[config.mk]
export PLATFORM = sky130hd
export DESIGN_NAME = timer8_block
export DESIGN_NICKNAME = d
export VERILOG_FILES = /design/src/core/timer8_pkg.sv /design/src/core/timer8_block.sv
export SDC_FILE = /design/constraint.sdc
export NUM_CORES = 1
export LEC_CHECK = 0
export BUFFER_PORTS_ARGS = -buffer_cell sky130_fd_sc_hd__buf_2
export CORE_MARGIN = 10
export CORE_UTILIZATION = 50
export CTS_CLUSTER_DIAMETER = 100
export DETAILED_ROUTE_END_ITERATION = 12
export PLACE_DENSITY = 0.74
export SLEW_MARGIN = 10
export SYNTH_ARGS = -nofsm -noshare
export SYNTH_HDL_FRONTEND = slang
export SYNTH_SLANG_ARGS = --single-unit
[constraint.sdc]
create_clock -name core_clk -period 3.01 [get_ports core_clk]
set_input_delay 0.903 -clock core_clk [delete_from_list [all_inputs] [get_ports core_clk]]
set_output_delay 0.903 -clock core_clk [all_outputs]
set_load 0.01 [all_outputs]
[src/core/timer8_pkg.sv]
// Shared constants for the three-channel 8-bit timer/event counter block.
package timer8_pkg;

  // ==========================================================
  // Register map
  // ==========================================================
  localparam int CHAN_COUNT = 3;
  localparam logic [7:0] CH_STRIDE = 8'h04;
  localparam logic [7:0] OFF_MODE = 8'h00;
  localparam logic [7:0] OFF_COMPARE = 8'h01;
  localparam logic [7:0] OFF_COUNTER = 8'h02;

  // ==========================================================
  // Mode control field positions and masks
  // ==========================================================
  localparam int RUN_BIT = 7;
  localparam int CLKSEL_HI_BIT = 2;
  localparam int CLKSEL_LO_BIT = 1;
  localparam int OUT_ENABLE_BIT = 0;
  localparam logic [7:0] MODE_MASK_PLAIN = 8'h86;
  localparam logic [7:0] MODE_MASK_WAVE = 8'h87;

  // ==========================================================
  // Reset values
  // ==========================================================
  localparam logic [7:0] MODE_RESET = 8'h00;
  localparam logic [7:0] COMPARE_RESET = 8'h00;
  localparam logic [7:0] COUNTER_RESET = 8'h00;
  localparam logic [9:0] PRESCALE_RESET = 10'h000;

  // ==========================================================
  // Clock-select codes
  // ==========================================================
  localparam logic [1:0] CLK_CODE_FAST = 2'h0;
  localparam logic [1:0] CLK_CODE_SLOW = 2'h1;
  localparam logic [1:0] CLK_CODE_ALT = 2'h2;
  localparam logic [1:0] CLK_CODE_RSVD = 2'h3;

  // ==========================================================
  // Prescaler tap masks: a tap fires when all masked bits are ones
  // ==========================================================
  localparam logic [9:0] TAP_DIV8 = 10'h007;
  localparam logic [9:0] TAP_DIV16 = 10'h00F;
  localparam logic [9:0] TAP_DIV64 = 10'h03F;
  localparam logic [9:0] TAP_DIV256 = 10'h0FF;
  localparam logic [9:0] TAP_DIV512 = 10'h1FF;
  localparam logic [9:0] TAP_DIV1024 = 10'h3FF;

endpackage

[src/core/timer8_block.sv]
// Three 8-bit timer/event counters with compare, event input and square wave.
//
// Chosen here: the placing of the registers and the address-and-strobe port.
`timescale 1ns/1ns
// ============================================================
// ============================================================
module timer8_block (
  // Clock and reset
  input wire logic core_clk,
  input wire logic arst_n,
  // Register port
  input wire logic [7:0] regAddr,
  input wire logic [7:0] regWrData,
  input wire logic regWrite,
  input wire logic regRead,
  output logic [7:0] regRdData,
  // Asynchronous pins
  input wire logic eventInputPin,
  input wire logic subClk,
  // Match requests
  output logic ch0MatchIrq,
  output logic ch1MatchIrq,
  output logic ch2MatchIrq,
  // Square-wave pin
  output logic waveOutputPin,
  output logic waveOutEn_n
);

  // ==========================================================
  // Storage
  // ==========================================================
  logic [7:0] modeCtrl [timer8_pkg::CHAN_COUNT];
  logic [7:0] compare [timer8_pkg::CHAN_COUNT];
  logic [7:0] counter [timer8_pkg::CHAN_COUNT];
  logic [9:0] prescale;
  logic eventSync1;
  logic eventSync2;
  logic eventPrev;
  logic subSync1;
  logic subSync2;
  logic subPrev;
  logic waveLevel;
  logic [2:0] tick;
  logic [2:0] match;
  logic [7:0] next_rdData;
  logic eventRise;
  logic eventFall;
  logic subRise;

  // Address of a register of one channel.
  function automatic logic [7:0] chanAddr(input int chan, input logic [7:0] off);
    chanAddr = 8'(chan * int'(timer8_pkg::CH_STRIDE)) + off;
  endfunction

  // True when every prescaler bit under the mask is one.
  function automatic logic tapDone(input logic [9:0] pre, input logic [9:0] mask);
    tapDone = (pre & mask) == mask;
  endfunction

  // Clock-select code of one mode register.
  function automatic logic [1:0] clkCode(input logic [7:0] mode);
    clkCode = {mode[timer8_pkg::CLKSEL_HI_BIT], mode[timer8_pkg::CLKSEL_LO_BIT]};
  endfunction

  // ==========================================================
  // Input synchronisers and edge detection
  // ==========================================================
  // Two flip-flops per pin, then a third stage for edge detection.
  always_ff @(posedge core_clk or negedge arst_n) begin
    if (!arst_n) begin
      eventSync1 <= 1'b0;
      eventSync2 <= 1'b0;
      eventPrev <= 1'b0;
      subSync1 <= 1'b0;
      subSync2 <= 1'b0;
      subPrev <= 1'b0;
    end else begin
      eventSync1 <= eventInputPin;
      eventSync2 <= eventSync1;
      eventPrev <= eventSync2;
      subSync1 <= subClk;
      subSync2 <= subSync1;
      subPrev <= subSync2;
    end
  end

  assign eventRise = eventSync2 & ~eventPrev;
  assign eventFall = ~eventSync2 & eventPrev;
  assign subRise = subSync2 & ~subPrev;

  // ==========================================================
  // Prescaler
  // ==========================================================
  // Free-running divider of the main clock; its taps feed the channels.
  always_ff @(posedge core_clk or negedge arst_n) begin
    if (!arst_n) begin
      prescale <= timer8_pkg::PRESCALE_RESET;
    end else begin
      prescale <= prescale + 10'h001;
    end
  end

  // ==========================================================
  // Count tick selection
  // ==========================================================
  // Each channel picks one tick source from its clock-select code.
  always_comb begin
    tick = 3'h0;
    // event pin reaches channel 0 only.
    // bit 1 chooses rising or falling.
    case (clkCode(modeCtrl[0]))
      timer8_pkg::CLK_CODE_FAST: tick[0] = tapDone(prescale, timer8_pkg::TAP_DIV64);
      timer8_pkg::CLK_CODE_SLOW: tick[0] = tapDone(prescale, timer8_pkg::TAP_DIV512);
      timer8_pkg::CLK_CODE_ALT: tick[0] = eventRise;
      default: tick[0] = eventFall;
    endcase
    case (clkCode(modeCtrl[1]))
      timer8_pkg::CLK_CODE_FAST: tick[1] = tapDone(prescale, timer8_pkg::TAP_DIV16);
      timer8_pkg::CLK_CODE_SLOW: tick[1] = tapDone(prescale, timer8_pkg::TAP_DIV256);
      timer8_pkg::CLK_CODE_ALT: tick[1] = subRise;
      default: tick[1] = 1'b0;
    endcase
    case (clkCode(modeCtrl[2]))
      timer8_pkg::CLK_CODE_FAST: tick[2] = tapDone(prescale, timer8_pkg::TAP_DIV8);
      timer8_pkg::CLK_CODE_SLOW: tick[2] = tapDone(prescale, timer8_pkg::TAP_DIV1024);
      timer8_pkg::CLK_CODE_ALT: tick[2] = subRise;
      default: tick[2] = 1'b0;
    endcase
  end

  // A match is a tick of a running channel that finds the counter equal to its compare value.
  always_comb begin
    for (int c = 0; c < timer8_pkg::CHAN_COUNT; c++) begin
      match[c] = tick[c] && modeCtrl[c][timer8_pkg::RUN_BIT] && (counter[c] == compare[c]);
    end
  end

  // ==========================================================
  // Register writes
  // ==========================================================
  // Mode and compare registers; mode bits 3 to 6 are kept at zero.
  always_ff @(posedge core_clk or negedge arst_n) begin
    if (!arst_n) begin
      for (int c = 0; c < timer8_pkg::CHAN_COUNT; c++) begin
        modeCtrl[c] <= timer8_pkg::MODE_RESET;
        compare[c] <= timer8_pkg::COMPARE_RESET;
      end
    end else if (regWrite) begin
      for (int c = 0; c < timer8_pkg::CHAN_COUNT; c++) begin
        if (regAddr == chanAddr(c, timer8_pkg::OFF_MODE)) begin
          // run bit lands in bit 7.
          modeCtrl[c] <= regWrData & ((c == 2) ? timer8_pkg::MODE_MASK_WAVE :
                                      timer8_pkg::MODE_MASK_PLAIN);
        end else if (regAddr == chanAddr(c, timer8_pkg::OFF_COMPARE)) begin
          compare[c] <= regWrData;
        end
      end
    end
  end

  // ==========================================================
  // Counters
  // ==========================================================
  // Counters advance on their ticks and clear on a match or on stop.
  always_ff @(posedge core_clk or negedge arst_n) begin
    if (!arst_n) begin
      for (int c = 0; c < timer8_pkg::CHAN_COUNT; c++) begin
        counter[c] <= timer8_pkg::COUNTER_RESET;
      end
    end else begin
      for (int c = 0; c < timer8_pkg::CHAN_COUNT; c++) begin
        if (!modeCtrl[c][timer8_pkg::RUN_BIT]) begin
          counter[c] <= timer8_pkg::COUNTER_RESET;
        end else if (match[c]) begin
          counter[c] <= timer8_pkg::COUNTER_RESET;
        end else if (tick[c]) begin
          counter[c] <= counter[c] + 8'h01;
        end
      end
    end
  end

  // ==========================================================
  // Match requests
  // ==========================================================
  // request pulse with the clear.
  always_ff @(posedge core_clk or negedge arst_n) begin
    if (!arst_n) begin
      ch0MatchIrq <= 1'b0;
      ch1MatchIrq <= 1'b0;
      ch2MatchIrq <= 1'b0;
    end else begin
      ch0MatchIrq <= match[0];
      ch1MatchIrq <= match[1];
      ch2MatchIrq <= match[2];
    end
  end

  // ==========================================================
  // Square wave
  // ==========================================================
  // Toggle on channel 2 match while enabled; low when stopped or disabled.
  always_ff @(posedge core_clk or negedge arst_n) begin
    if (!arst_n) begin
      waveLevel <= 1'b0;
    end else if (!modeCtrl[2][timer8_pkg::RUN_BIT]) begin
      waveLevel <= 1'b0;
    end else if (!modeCtrl[2][timer8_pkg::OUT_ENABLE_BIT]) begin
      waveLevel <= 1'b0;
    end else if (match[2]) begin
      waveLevel <= ~waveLevel;
    end
  end

  assign waveOutputPin = waveLevel;

  // Pin drive enable, low while the wave drives the pin.
  always_ff @(posedge core_clk or negedge arst_n) begin
    if (!arst_n) begin
      waveOutEn_n <= 1'b1;
    end else begin
      waveOutEn_n <= ~modeCtrl[2][timer8_pkg::OUT_ENABLE_BIT];
    end
  end

  // ==========================================================
  // Register reads
  // ==========================================================
  // Read multiplexer; unmapped addresses read zero.
  always_comb begin
    next_rdData = 8'h00;
    for (int c = 0; c < timer8_pkg::CHAN_COUNT; c++) begin
      if (regAddr == chanAddr(c, timer8_pkg::OFF_MODE)) begin
        next_rdData = modeCtrl[c];
      end else if (regAddr == chanAddr(c, timer8_pkg::OFF_COMPARE)) begin
        next_rdData = compare[c];
      end else if (regAddr == chanAddr(c, timer8_pkg::OFF_COUNTER)) begin
        next_rdData = counter[c];
      end
    end
  end

  // Read data stands only in the cycle after the strobe.
  always_ff @(posedge core_clk or negedge arst_n) begin
    if (!arst_n) begin
      regRdData <= 8'h00;
    end else begin
      regRdData <= regRead ? next_rdData : 8'h00;
    end
  end

  for (genvar g = 0; g < timer8_pkg::CHAN_COUNT; g++) begin : gChk

  end
endmodule

==> reports/results.txt, run 1 <==
The routed wire length per instance was 18.64 um. The compound-gate portion of the synthesized area works out to 16.41%. Maximum number of pins on one net before global-route repair: 49.

The final layout contains routed wiring with a total length of 11890 um. The maximum net fanout on the critical path works out to 17. The count of buffers added on input and output ports is 34.

The tools report the post-route antenna net violation count as 0. The synthesized netlist occupies a cell area of 4788 um2. Of the post-synthesis cell area, the dominant cell type holds 44.94%. Data arrives at the worst endpoint at 2680 ps. The clock passes through at most 2 buffers. The number of iterations in the first detailed-routing pass was 5; the final cycle utilization of the critical path was 79.34%. The diode insertion count for antenna repair is 0, and the post-cts sizing count is 0. The number of vias per cell works out to 6.127. The category of the critical setup timing path is register to register. The tools report the count of vias placed by the detailed router as 3909. For this run, design rule violations remaining after detail routing come to 0. In this design, the largest share of critical-path delay is due to simple AND/OR/NAND/NOR gates.

For the final routed database, the setup TNS stands at 0 ps. The portion of synthesized area spent on multiplexers is 8.858%. In the synthesized netlist the async set-or-reset flop fraction comes to 100.0%. The die extent in x is 117.9 um. For the initial antenna violation count, the log shows 0. The die span in y is 117.9 um. The run gives 8668 um as the half-perimeter wire length after detailed placement. Transition time at the pin with the least slew margin: 934.6 ps.

For this design, the sink count on the clock tree is 87. The number of global-route vias before repair is 3874, and the register bit total from synthesis is 87. The final layout contains 532 nets.

STA classifies the critical path endpoint as a register. The data required time of the critical path came out at 3300 ps. The library cells used most frequently in the layout, excluding fill and tap cells, are 86 x sky130_fd_sc_hd__dfrtp_1, 36 x sky130_fd_sc_hd__nand2_1, 35 x sky130_fd_sc_hd__mux2_2.

After floorplanning, the core was divided into 35 placement rows. Clock tree synthesis inserted a total of 9 buffers. The clock transition at the register clock pins on the worst setup and hold paths after CTS is 100 ps.

When the netlist entered floorplanning its net count stood at 506. Final count of negative-setup-slack endpoints: 0. Once layout is done, the placed cells without fillers occupy 5314 um2.

Headroom to the max-slew limit came out at 37.47%. The number of buffers and inverters on the critical path is 0. By area, the combinational part of the netlist is dominated by simple AND/OR/NAND/NOR gates. The clock tree synthesis step divided the H-tree into 3 levels. The number of synthesized flops with an enable pin was 0. VDD sags by at most 0.3432 mV.

Initial detailed-routing violation count: 363. Global routing used 17.31% of the available tracks across all layers. The distinct cell type count of the synthesized netlist was 69; the layout overhead on the synthesized area was 10.97%. The run gives 13890 um2 as the die area. TritonCTS built the clock tree.

The number of hold violations in the final report is 0, and the shortest period the worst path allows is 2388 ps. The run finished with clean final reports. The initial utilization of the core area, before any placement, comes to 51.58%. The tools report the core box area as 9284 um2. The share of the Yosys chip area taken by registers is 45.49%. Across the run, the number of max-cap violations was 0. For this run, the number of Yosys warnings is 0. Dividing total power by cell area gives a power density of 531.4 nW/um2. Setup repair after global routing left no endpoint under its margin. The tools report the global-route wire length before repair as 19990 um.

The delay of the slowest cell on the worst path works out to 550 ps. On the final layout, the worst clock skew is 17.11 ps. On the critical path, the stage with the largest delay is an instance of sky130_fd_sc_hd__or4_1.

The post-cts hold buffer count was 0; the fraction of layout instances using a drive strength above 1 was 21.22%. The most used flip-flop cell after synthesis is sky130_fd_sc_hd__dfrtp_1. After synthesis, the mean cell area works out to 10.02 um2. Based on the critical path, the design can be clocked at up to 418.8 MHz. In this run the cell area measured after placement is 5065 um2. Cell type with the highest aggregate area in the netlist: sky130_fd_sc_hd__dfrtp_1. At the end of routability-driven placement, the weighted congestion stood at 0.8730. Summed over all layers, the global routing overflow is 0. In this run the clock root is driven by a sky130_fd_sc_hd__clkbuf_8. The worst setup path is launched from a register. The post-synthesis instance total is 478, and the area share of fa/ha/maj cells after synthesis is 1.568%. For this design the top-level I/O count stands at 35. The leakage power of the design came out at 2.324 nW. The min-delay analysis places its worst path in the category register to register.

Leaving out fill and tap cells, the most frequent cell in the layout is sky130_fd_sc_hd__dfrtp_1. The synthesized netlist devotes 18.84% of its cell area to simple gates. Number of pins exceeding their max-slew limit in the final report: 0.

Walking the worst path, the cells encountered are ha_1, nand3_2, nor3_1, nor2_1, or4_1, a21oi_1. The clock reaches the later pin of the worst-skew pair after 370 ps. The synthesized netlist devotes 5.487% of its cell area to XOR and XNOR gates. By area the synthesized netlist is led by sky130_fd_sc_hd__dfrtp_1 45%, sky130_fd_sc_hd__mux2_2 8.2%, sky130_fd_sc_hd__xnor2_1 4.8%. The tools report the setup fix buffers added after clock tree synthesis as 0.
## path summary, 6_finish.rpt
| kind | start | endpoint | slack, ps | cells past startpoint |
|---|---|---|---|---|
| worst max register to register | prescale[0]$_DFF_PN0_ | counter[6]$_DFFE_PN0P_ | 620 | 6 |
| min in group asynchronous | arst_n | prescale[4]$_DFF_PN0_ | 490 | 1 |
| max in group asynchronous | arst_n | waveOutEn_n$_DFF_PN1_ | 1860 | 2 |
| worst min register to register | eventSync1$_DFF_PN0_ | eventSync2$_DFF_PN0_ | 360 | 0 |
| worst max-delay path | prescale[0]$_DFF_PN0_ | counter[6]$_DFFE_PN0P_ | 620 | 6 |
| worst min-delay path | eventSync1$_DFF_PN0_ | eventSync2$_DFF_PN0_ | 360 | 0 |
## power by group
| group | switching (mW) | internal [mW] | leakage [nW] |
|---|---|---|---|
| clock | 0.453 | 0.563 | 0.125 |
| combinational | 0.252 | 0.198 | 1.06 |
| sequential | 0.119 | 1.24 | 1.14 |
## worst reg2reg max path, delay by kind of cell (launching register included)
kind,cells,cell delay [ps]
DFF,1,380
adders and majority gates,1,200
and+or+nand+nor,4,1590
AOI/OAI and AO/OA,1,160
## through the flow
step / setup WS (ps) / hold WS, ps / util (%) / total power, mW / cells
6_report: 622.0 / 362.3 / 57.24 / 2.824 / 638
5_1_grt: 439.7 / 379.0 / 57.24 / 2.959 / 638
4_1_cts: 646.2 / 364.5 / 57.24 / 2.833 / 638
3_5_place_dp: 266.8 / 342.8 / 54.56 / 1.820 / 622
3_3_place_gp: 337.9 / 336.8 / 54.56 / 1.803 / 622
2_1_floorplan: 495.3 / 331.2 / - / 1.674 / 478
## per-layer routing
layer | GRT usage [%] | wire (um) | vias to the layer above | part of all wire (%)
met5 | 0 | 0 | - | 0
met4 | 5.100 | 178 | 0 | 1.5
met3 | 3.645 | 652 | 17 | 5.5
met2 | 26.61 | 5438 | 120 | 46
met1 | 23.89 | 5620 | 1962 | 47
li1 | - | - | 1810 | -
## area by class of cell
type                       count  area [um2]
inverter                      10       37.54
tap                          129       161.4
timing repair buffer          41       237.7
sequential                    87        2178
clock buffer                   9       123.9
fill                         847        3970
multi-input combinational    355        2450
clock inverter                 7       125.1
## Yosys cell counts (6+ instances only)
cell type and n:
sky130_fd_sc_hd__nand2b_1 6, sky130_fd_sc_hd__nand3_1 18, sky130_fd_sc_hd__inv_1 7, sky130_fd_sc_hd__nand2_1 36, sky130_fd_sc_hd__clkbuf_1 13, sky130_fd_sc_hd__a21oi_1 29
sky130_fd_sc_hd__nor3_1 16, sky130_fd_sc_hd__mux2_2 35, sky130_fd_sc_hd__a211oi_1 6, sky130_fd_sc_hd__nand4_1 8, sky130_fd_sc_hd__dfrtp_1 86, sky130_fd_sc_hd__o21a_1 8
sky130_fd_sc_hd__o21ai_0 25, sky130_fd_sc_hd__nor2b_1 7, sky130_fd_sc_hd__xnor2_1 26, sky130_fd_sc_hd__and3_1 10, sky130_fd_sc_hd__buf_2 8, sky130_fd_sc_hd__o22ai_1 10
sky130_fd_sc_hd__nor2_1 19, sky130_fd_sc_hd__ha_1 6
## cell families (layout without fill, tap and decap cells)
| family | after synthesis | in the layout |
|---|---|---|
| AOI/OAI and AO/OA | 119 | 119 |
| xor gates and xnor gates | 30 | 30 |
| adders and majority gates | 6 | 6 |
| buffers and inverters | 36 | 67 |
| DFF | 87 | 87 |
| muxes | 38 | 38 |
| and+or+nand+nor | 162 | 162 |
## state kept, by name, indices dropped and copies added, names as in the netlist
| register | cells |
|---|---|
| ch1MatchIrq | 1 |
| prescale | 10 |
| ch2MatchIrq | 1 |
| subSync2 | 1 |
| subSync1 | 1 |
| eventSync1 | 1 |
| waveOutEn_n | 1 |
| counter | 24 |
| eventPrev | 1 |
| compare | 24 |
| eventSync2 | 1 |
| modeCtrl | 10 |
| ch0MatchIrq | 1 |
| subPrev | 1 |
| regRdData | 8 |
| waveOutputPin | 1 |
Power figures use the tool's default switching activity.
==> run 2, diff against run 1 <==
--- a/config.mk
+++ b/config.mk
@@ -5,6 +5,7 @@
 export SDC_FILE = /design/constraint.sdc
 export NUM_CORES = 1
 export LEC_CHECK = 0
+export ABC_AREA = 1
 export BUFFER_PORTS_ARGS = -buffer_cell sky130_fd_sc_hd__buf_2
 export CORE_MARGIN = 10
 export CORE_UTILIZATION = 50
==> constraint.sdc (replaced) <==
create_clock -name core_clk -period 2.3 [get_ports core_clk]
set_input_delay 0.69 -clock core_clk [delete_from_list [all_inputs] [get_ports core_clk]]
set_output_delay 0.69 -clock core_clk [all_outputs]
set_load 0.01 [all_outputs]
==> reports/results.txt, run 2 <==
The run finished with clean final reports. For the worst slew margin relative to its limit, the log shows 63.28% (+26 points). The most used flip-flop cell after synthesis is sky130_fd_sc_hd__dfrtp_1. The number of global-route vias before repair came out at 3736 (-3.6%). For the data required time of the critical path, the log shows 2570 ps (-730 ps). In the layout the commonest cells are 131 x sky130_fd_sc_hd__nand2_1, 86 x sky130_fd_sc_hd__dfrtp_1, 54 x sky130_fd_sc_hd__inv_1. The kind of cell adding the most delay to the critical path is simple AND/OR/NAND/NOR gates.

Setup repair after global routing left no endpoint under its margin. For the cell area after placement, the log shows 4762 um2 (-6.0%). The tools report the setup fix buffers added after clock tree synthesis as 0 (unchanged). Library cell with the highest instance count after synthesis: sky130_fd_sc_hd__nand2_1.

By count the netlist is led by 131 x sky130_fd_sc_hd__nand2_1, 86 x sky130_fd_sc_hd__dfrtp_1, 54 x sky130_fd_sc_hd__inv_1. The worst setup slack after layout was 299.5 ps (-322.5 ps); the transition time at the pin with the least slew margin was 548.8 ps (-385.8 ps). The run gives 4 (-1) as the number of iterations in the first detailed-routing pass.

The run gives 0 (unchanged) as the initial antenna violation count. The row count was 34 (-2.9%); the die span in y was 114.4 um (-2.9%). The total routing resource utilization after global routing came out at 17.04% (-0.28 points). The areal power density over the cells was 607.7 nW/um2 (+14%).

The data arrival time of the critical path is 2270 ps (-410 ps), and the post-synthesis instance total is 530 (+11%). The tools report the count of vias placed by the detailed router as 3671 (-6.1%). The number of sinks on the clock net was 87 (unchanged); the worst-case clock skew was 10.21 ps (-6.898 ps). The critical path goes through ha_1, nand3_2, nor2_4, nand3_2, inv_1, ha_1, a21oi_1, nand2_1, nand2_1, nor2_2, nand2_1, o22ai_1. Delay of the slowest cell on the worst path: 380 ps (-170 ps). The worst setup path is launched from a register. The clock latency at the later pin of the worst-skew pair was 360 ps (about the same); the total of buffers placed on input and output ports was 34 (unchanged). The power spent charging and discharging nets was 0.7289 mW (-12%). The number of H-tree levels was 3 (unchanged); the final cycle utilization of the critical path was 86.98% (+7.6 points). Post-route antenna net violation count: 0 (unchanged). The tools report the post-cts hold buffer count as 0 (unchanged).

The tools report the number of max-cap violations as 0 (unchanged). The combinational share of power is 7.1% (-8.8 points). The maximum clock frequency came out at 499.9 MHz (+19%). The largest individual stage delay along the critical path comes from the cell sky130_fd_sc_hd__dfrtp_1.

The largest registers in the layout are compare x24, counter x24. The tools report the post-route cell area as 4996 um2 (-6.0%). The number of synthesized flops with an enable pin was 0 (unchanged). TritonCTS built the clock tree.

The run gives 685 (+7.4%) as the final cell count without fillers. The core box area is 8721 um2 (-6.1%), and the total number of yosys warnings is 0 (unchanged). The die extent in x was 114.4 um (-2.9%); the layout overhead on the synthesized area was 12.04%. The sum of buffers and inverters on the critical path was 1 (+1). The fraction of power consumed by the clock network is 40.2% (+4.2 points), and the half-perimeter wire length after detailed placement is 7989 um (-7.8%). The relative contribution of sequential cells to total power came out at 52.6% (+4.5 points).

The cell type with the highest aggregate area in the netlist was sky130_fd_sc_hd__dfrtp_1. Shortest period the worst path allows: 2001 ps (-387.5 ps). The run gives 13100 um2 (-5.7%) as the die area. The logs give 0 (unchanged) for the number of pins exceeding their max-slew limit in the final report and 3.036 mW (+7.5%) for the total power. The number of fillers in the final layout is 754 (-11%), and the number of hold violations in the final report is 0 (unchanged). The fraction of layout instances using a drive strength above 1 is 15.08% (-6.1 points), and the internal power of the cells is 2.307 mW (+15%). The tools report the final-stage net count as 600 (+13%). For the residual DRC count, the log shows 0 (unchanged). The run gives 205.7 ps (-61.09 ps) as the worst slack at placement. The final count of negative-setup-slack endpoints is 0 (unchanged), and the diode insertion count for antenna repair is 0 (unchanged). The run gives 558 (+10%) as the number of nets produced by synthesis.

The proportion of total power due to net switching came out at 24.01% (-5.2 points). Most common cell after layout, fill and taps aside: sky130_fd_sc_hd__nand2_1. The run gives 305.7 ps (-56.59 ps) as the tightest hold margin. The tree is rooted in a sky130_fd_sc_hd__clkbuf_8. The tools report the endpoint kind of the worst setup timing path as a register. The number of vias per cell was 5.359 (-13%). The tools report the leakage power of the design as 2.457 nW (+5.7%).

The buffer depth of the longest clock path came out at 2 (unchanged). The starting utilization of the core area is 51.13% (-0.44 points), and the global-route wire length before repair is 18180 um (-9.0%). The category of the critical setup timing path was register to register. The logs give 58 (+18%) for the maximum number of pins on one net before global-route repair and 0 ps (unchanged) for the final sum of negative setup slack. The total congestion overflow was 0 (unchanged). The share of flip-flops with an asynchronous set or reset after synthesis was 100.0% (unchanged); the share of the core filled with cells was 57.29% (about the same). The run gives 9 (unchanged) as the TritonCTS buffer count.

The netlist area before placement was 4459 um2 (-6.9%). The initial detailed-routing violation count is 194 (-47%). The tools report the portion of the post-synthesis area used by sequential elements as 48.85% (+3.4 points). The final weighted congestion in routability-driven placement was 0.8914 (+2.1%); the top-area cell type share of the netlist area was 48.26% (+3.3 points). Distinct cell type count of the synthesized netlist: 36 (-48%). By area the synthesized netlist is led by sky130_fd_sc_hd__dfrtp_1 48%, sky130_fd_sc_hd__nand2_1 11%, sky130_fd_sc_hd__xor2_1 6.9%.

The routed wire length came out at 10670 um (-10%). The tools report the largest voltage drop on the vdd net as 0.3580 mV (+4.3%). Clock transition at the register clock pins on the worst setup and hold paths after CTS: 90 ps (about the same). By instance count, the cell type seen most on the critical path is sky130_fd_sc_hd__nand2_1. The mean area per synthesized cell was 8.414 um2 (-16%); the instance count after placement with tap cells included was 669 (+7.6%).

The boundary pin count came out at 35 (unchanged). The maximum net fanout on the critical path was 6 (-11). Register bit total from synthesis: 87 (unchanged). Routed wire length per instance: 15.57 um (-16%).

The tightest min-delay check is of the input pin to asynchronous set/reset pin type.
[run 2: changes by cell type in the layout (fill, tap and decap cells not counted), moves of 21 or more]
cell and delta:
sky130_fd_sc_hd__nand2_1 +95, sky130_fd_sc_hd__inv_1 +47, sky130_fd_sc_hd__mux2_2 -35, sky130_fd_sc_hd__o21ai_1 +31, sky130_fd_sc_hd__xor2_1 +31, sky130_fd_sc_hd__nor2_1 +21
[run 2: layout make-up]
class / count / area (um2) / area share [%]
timing repair buffer: 36 / 200.2 / 4.007
multi-input combinational: 378 / 2026 / 40.55
tap: 108 / 135.1 / 2.705
clock inverter: 4 / 76.32 / 1.528
clock buffer: 12 / 155.1 / 3.105
inverter: 60 / 225.2 / 4.508
sequential: 87 / 2178 / 43.60
[run 2: final timing paths]
check	startpoint	end	slack, ps	cells past startpoint
min in group core_clk	subSync1$_DFF_PN0_	subSync2$_DFF_PN0_	360	0
setup / recovery	prescale[0]$_DFF_PN0_	counter[19]$_DFFE_PN0P_	300	12
hold / removal	arst_n	counter[23]$_DFFE_PN0P_	310	2
max in group asynchronous	arst_n	compare[19]$_DFFE_PN0P_	1630	2
hold reg to reg	subSync1$_DFF_PN0_	subSync2$_DFF_PN0_	360	0
setup reg to reg	prescale[0]$_DFF_PN0_	counter[19]$_DFFE_PN0P_	300	12
[run 2: kinds of logic (layout without fill, tap and decap cells)]
kind of cell	after synthesis	in the layout	synth area share (%)
flip-flops	87	87	48.85
XOR/XNOR	41	41	8.053
AND/OR/NAND/NOR	242	242	24.47
adder cells (fa/ha/maj)	6	6	1.683
buffers and inverters	65	112	5.780
AO/OA/AOI/OAI	89	89	11.17
[run 2: power by group through the flow]
stage	clock network [mW]	logic, mW	registers [mW]
floorplan	0	0.118	1.62
global placement	0	0.210	1.63
detailed placement	0	0.217	1.63
CTS	1.25	0.218	1.60
global route	1.30	0.246	1.60
finish	1.22	0.217	1.60
[run 2: worst register-to-register path, cell delays in order (launching register included)]
cell and delay, ps:
sky130_fd_sc_hd__dfrtp_1 380, sky130_fd_sc_hd__ha_1 200, sky130_fd_sc_hd__nand3_2 130, sky130_fd_sc_hd__nor2_4 140, sky130_fd_sc_hd__nand3_2 90, sky130_fd_sc_hd__inv_1 100, sky130_fd_sc_hd__ha_1 160, sky130_fd_sc_hd__a21oi_1 60
sky130_fd_sc_hd__nand2_1 70, sky130_fd_sc_hd__nand2_1 100, sky130_fd_sc_hd__nor2_2 140, sky130_fd_sc_hd__nand2_1 160, sky130_fd_sc_hd__o22ai_1 170
[run 2: timing repair]
item | 4_1_cts | 5_1_grt
gates resized for setup | 0 | 1
hold endpoints to repair | 0 | 0
setup endpoints to repair | 0 | 6
[run 2: layer usage]
layer | track usage [%] | up-vias | share of wire, %
met5 | 0 | - | 0
met4 | 8.855 | 0 | 3.9
met3 | 2.987 | 30 | 4.5
met2 | 27.63 | 86 | 48
met1 | 21.20 | 1753 | 43
li1 | - | 1802 | -
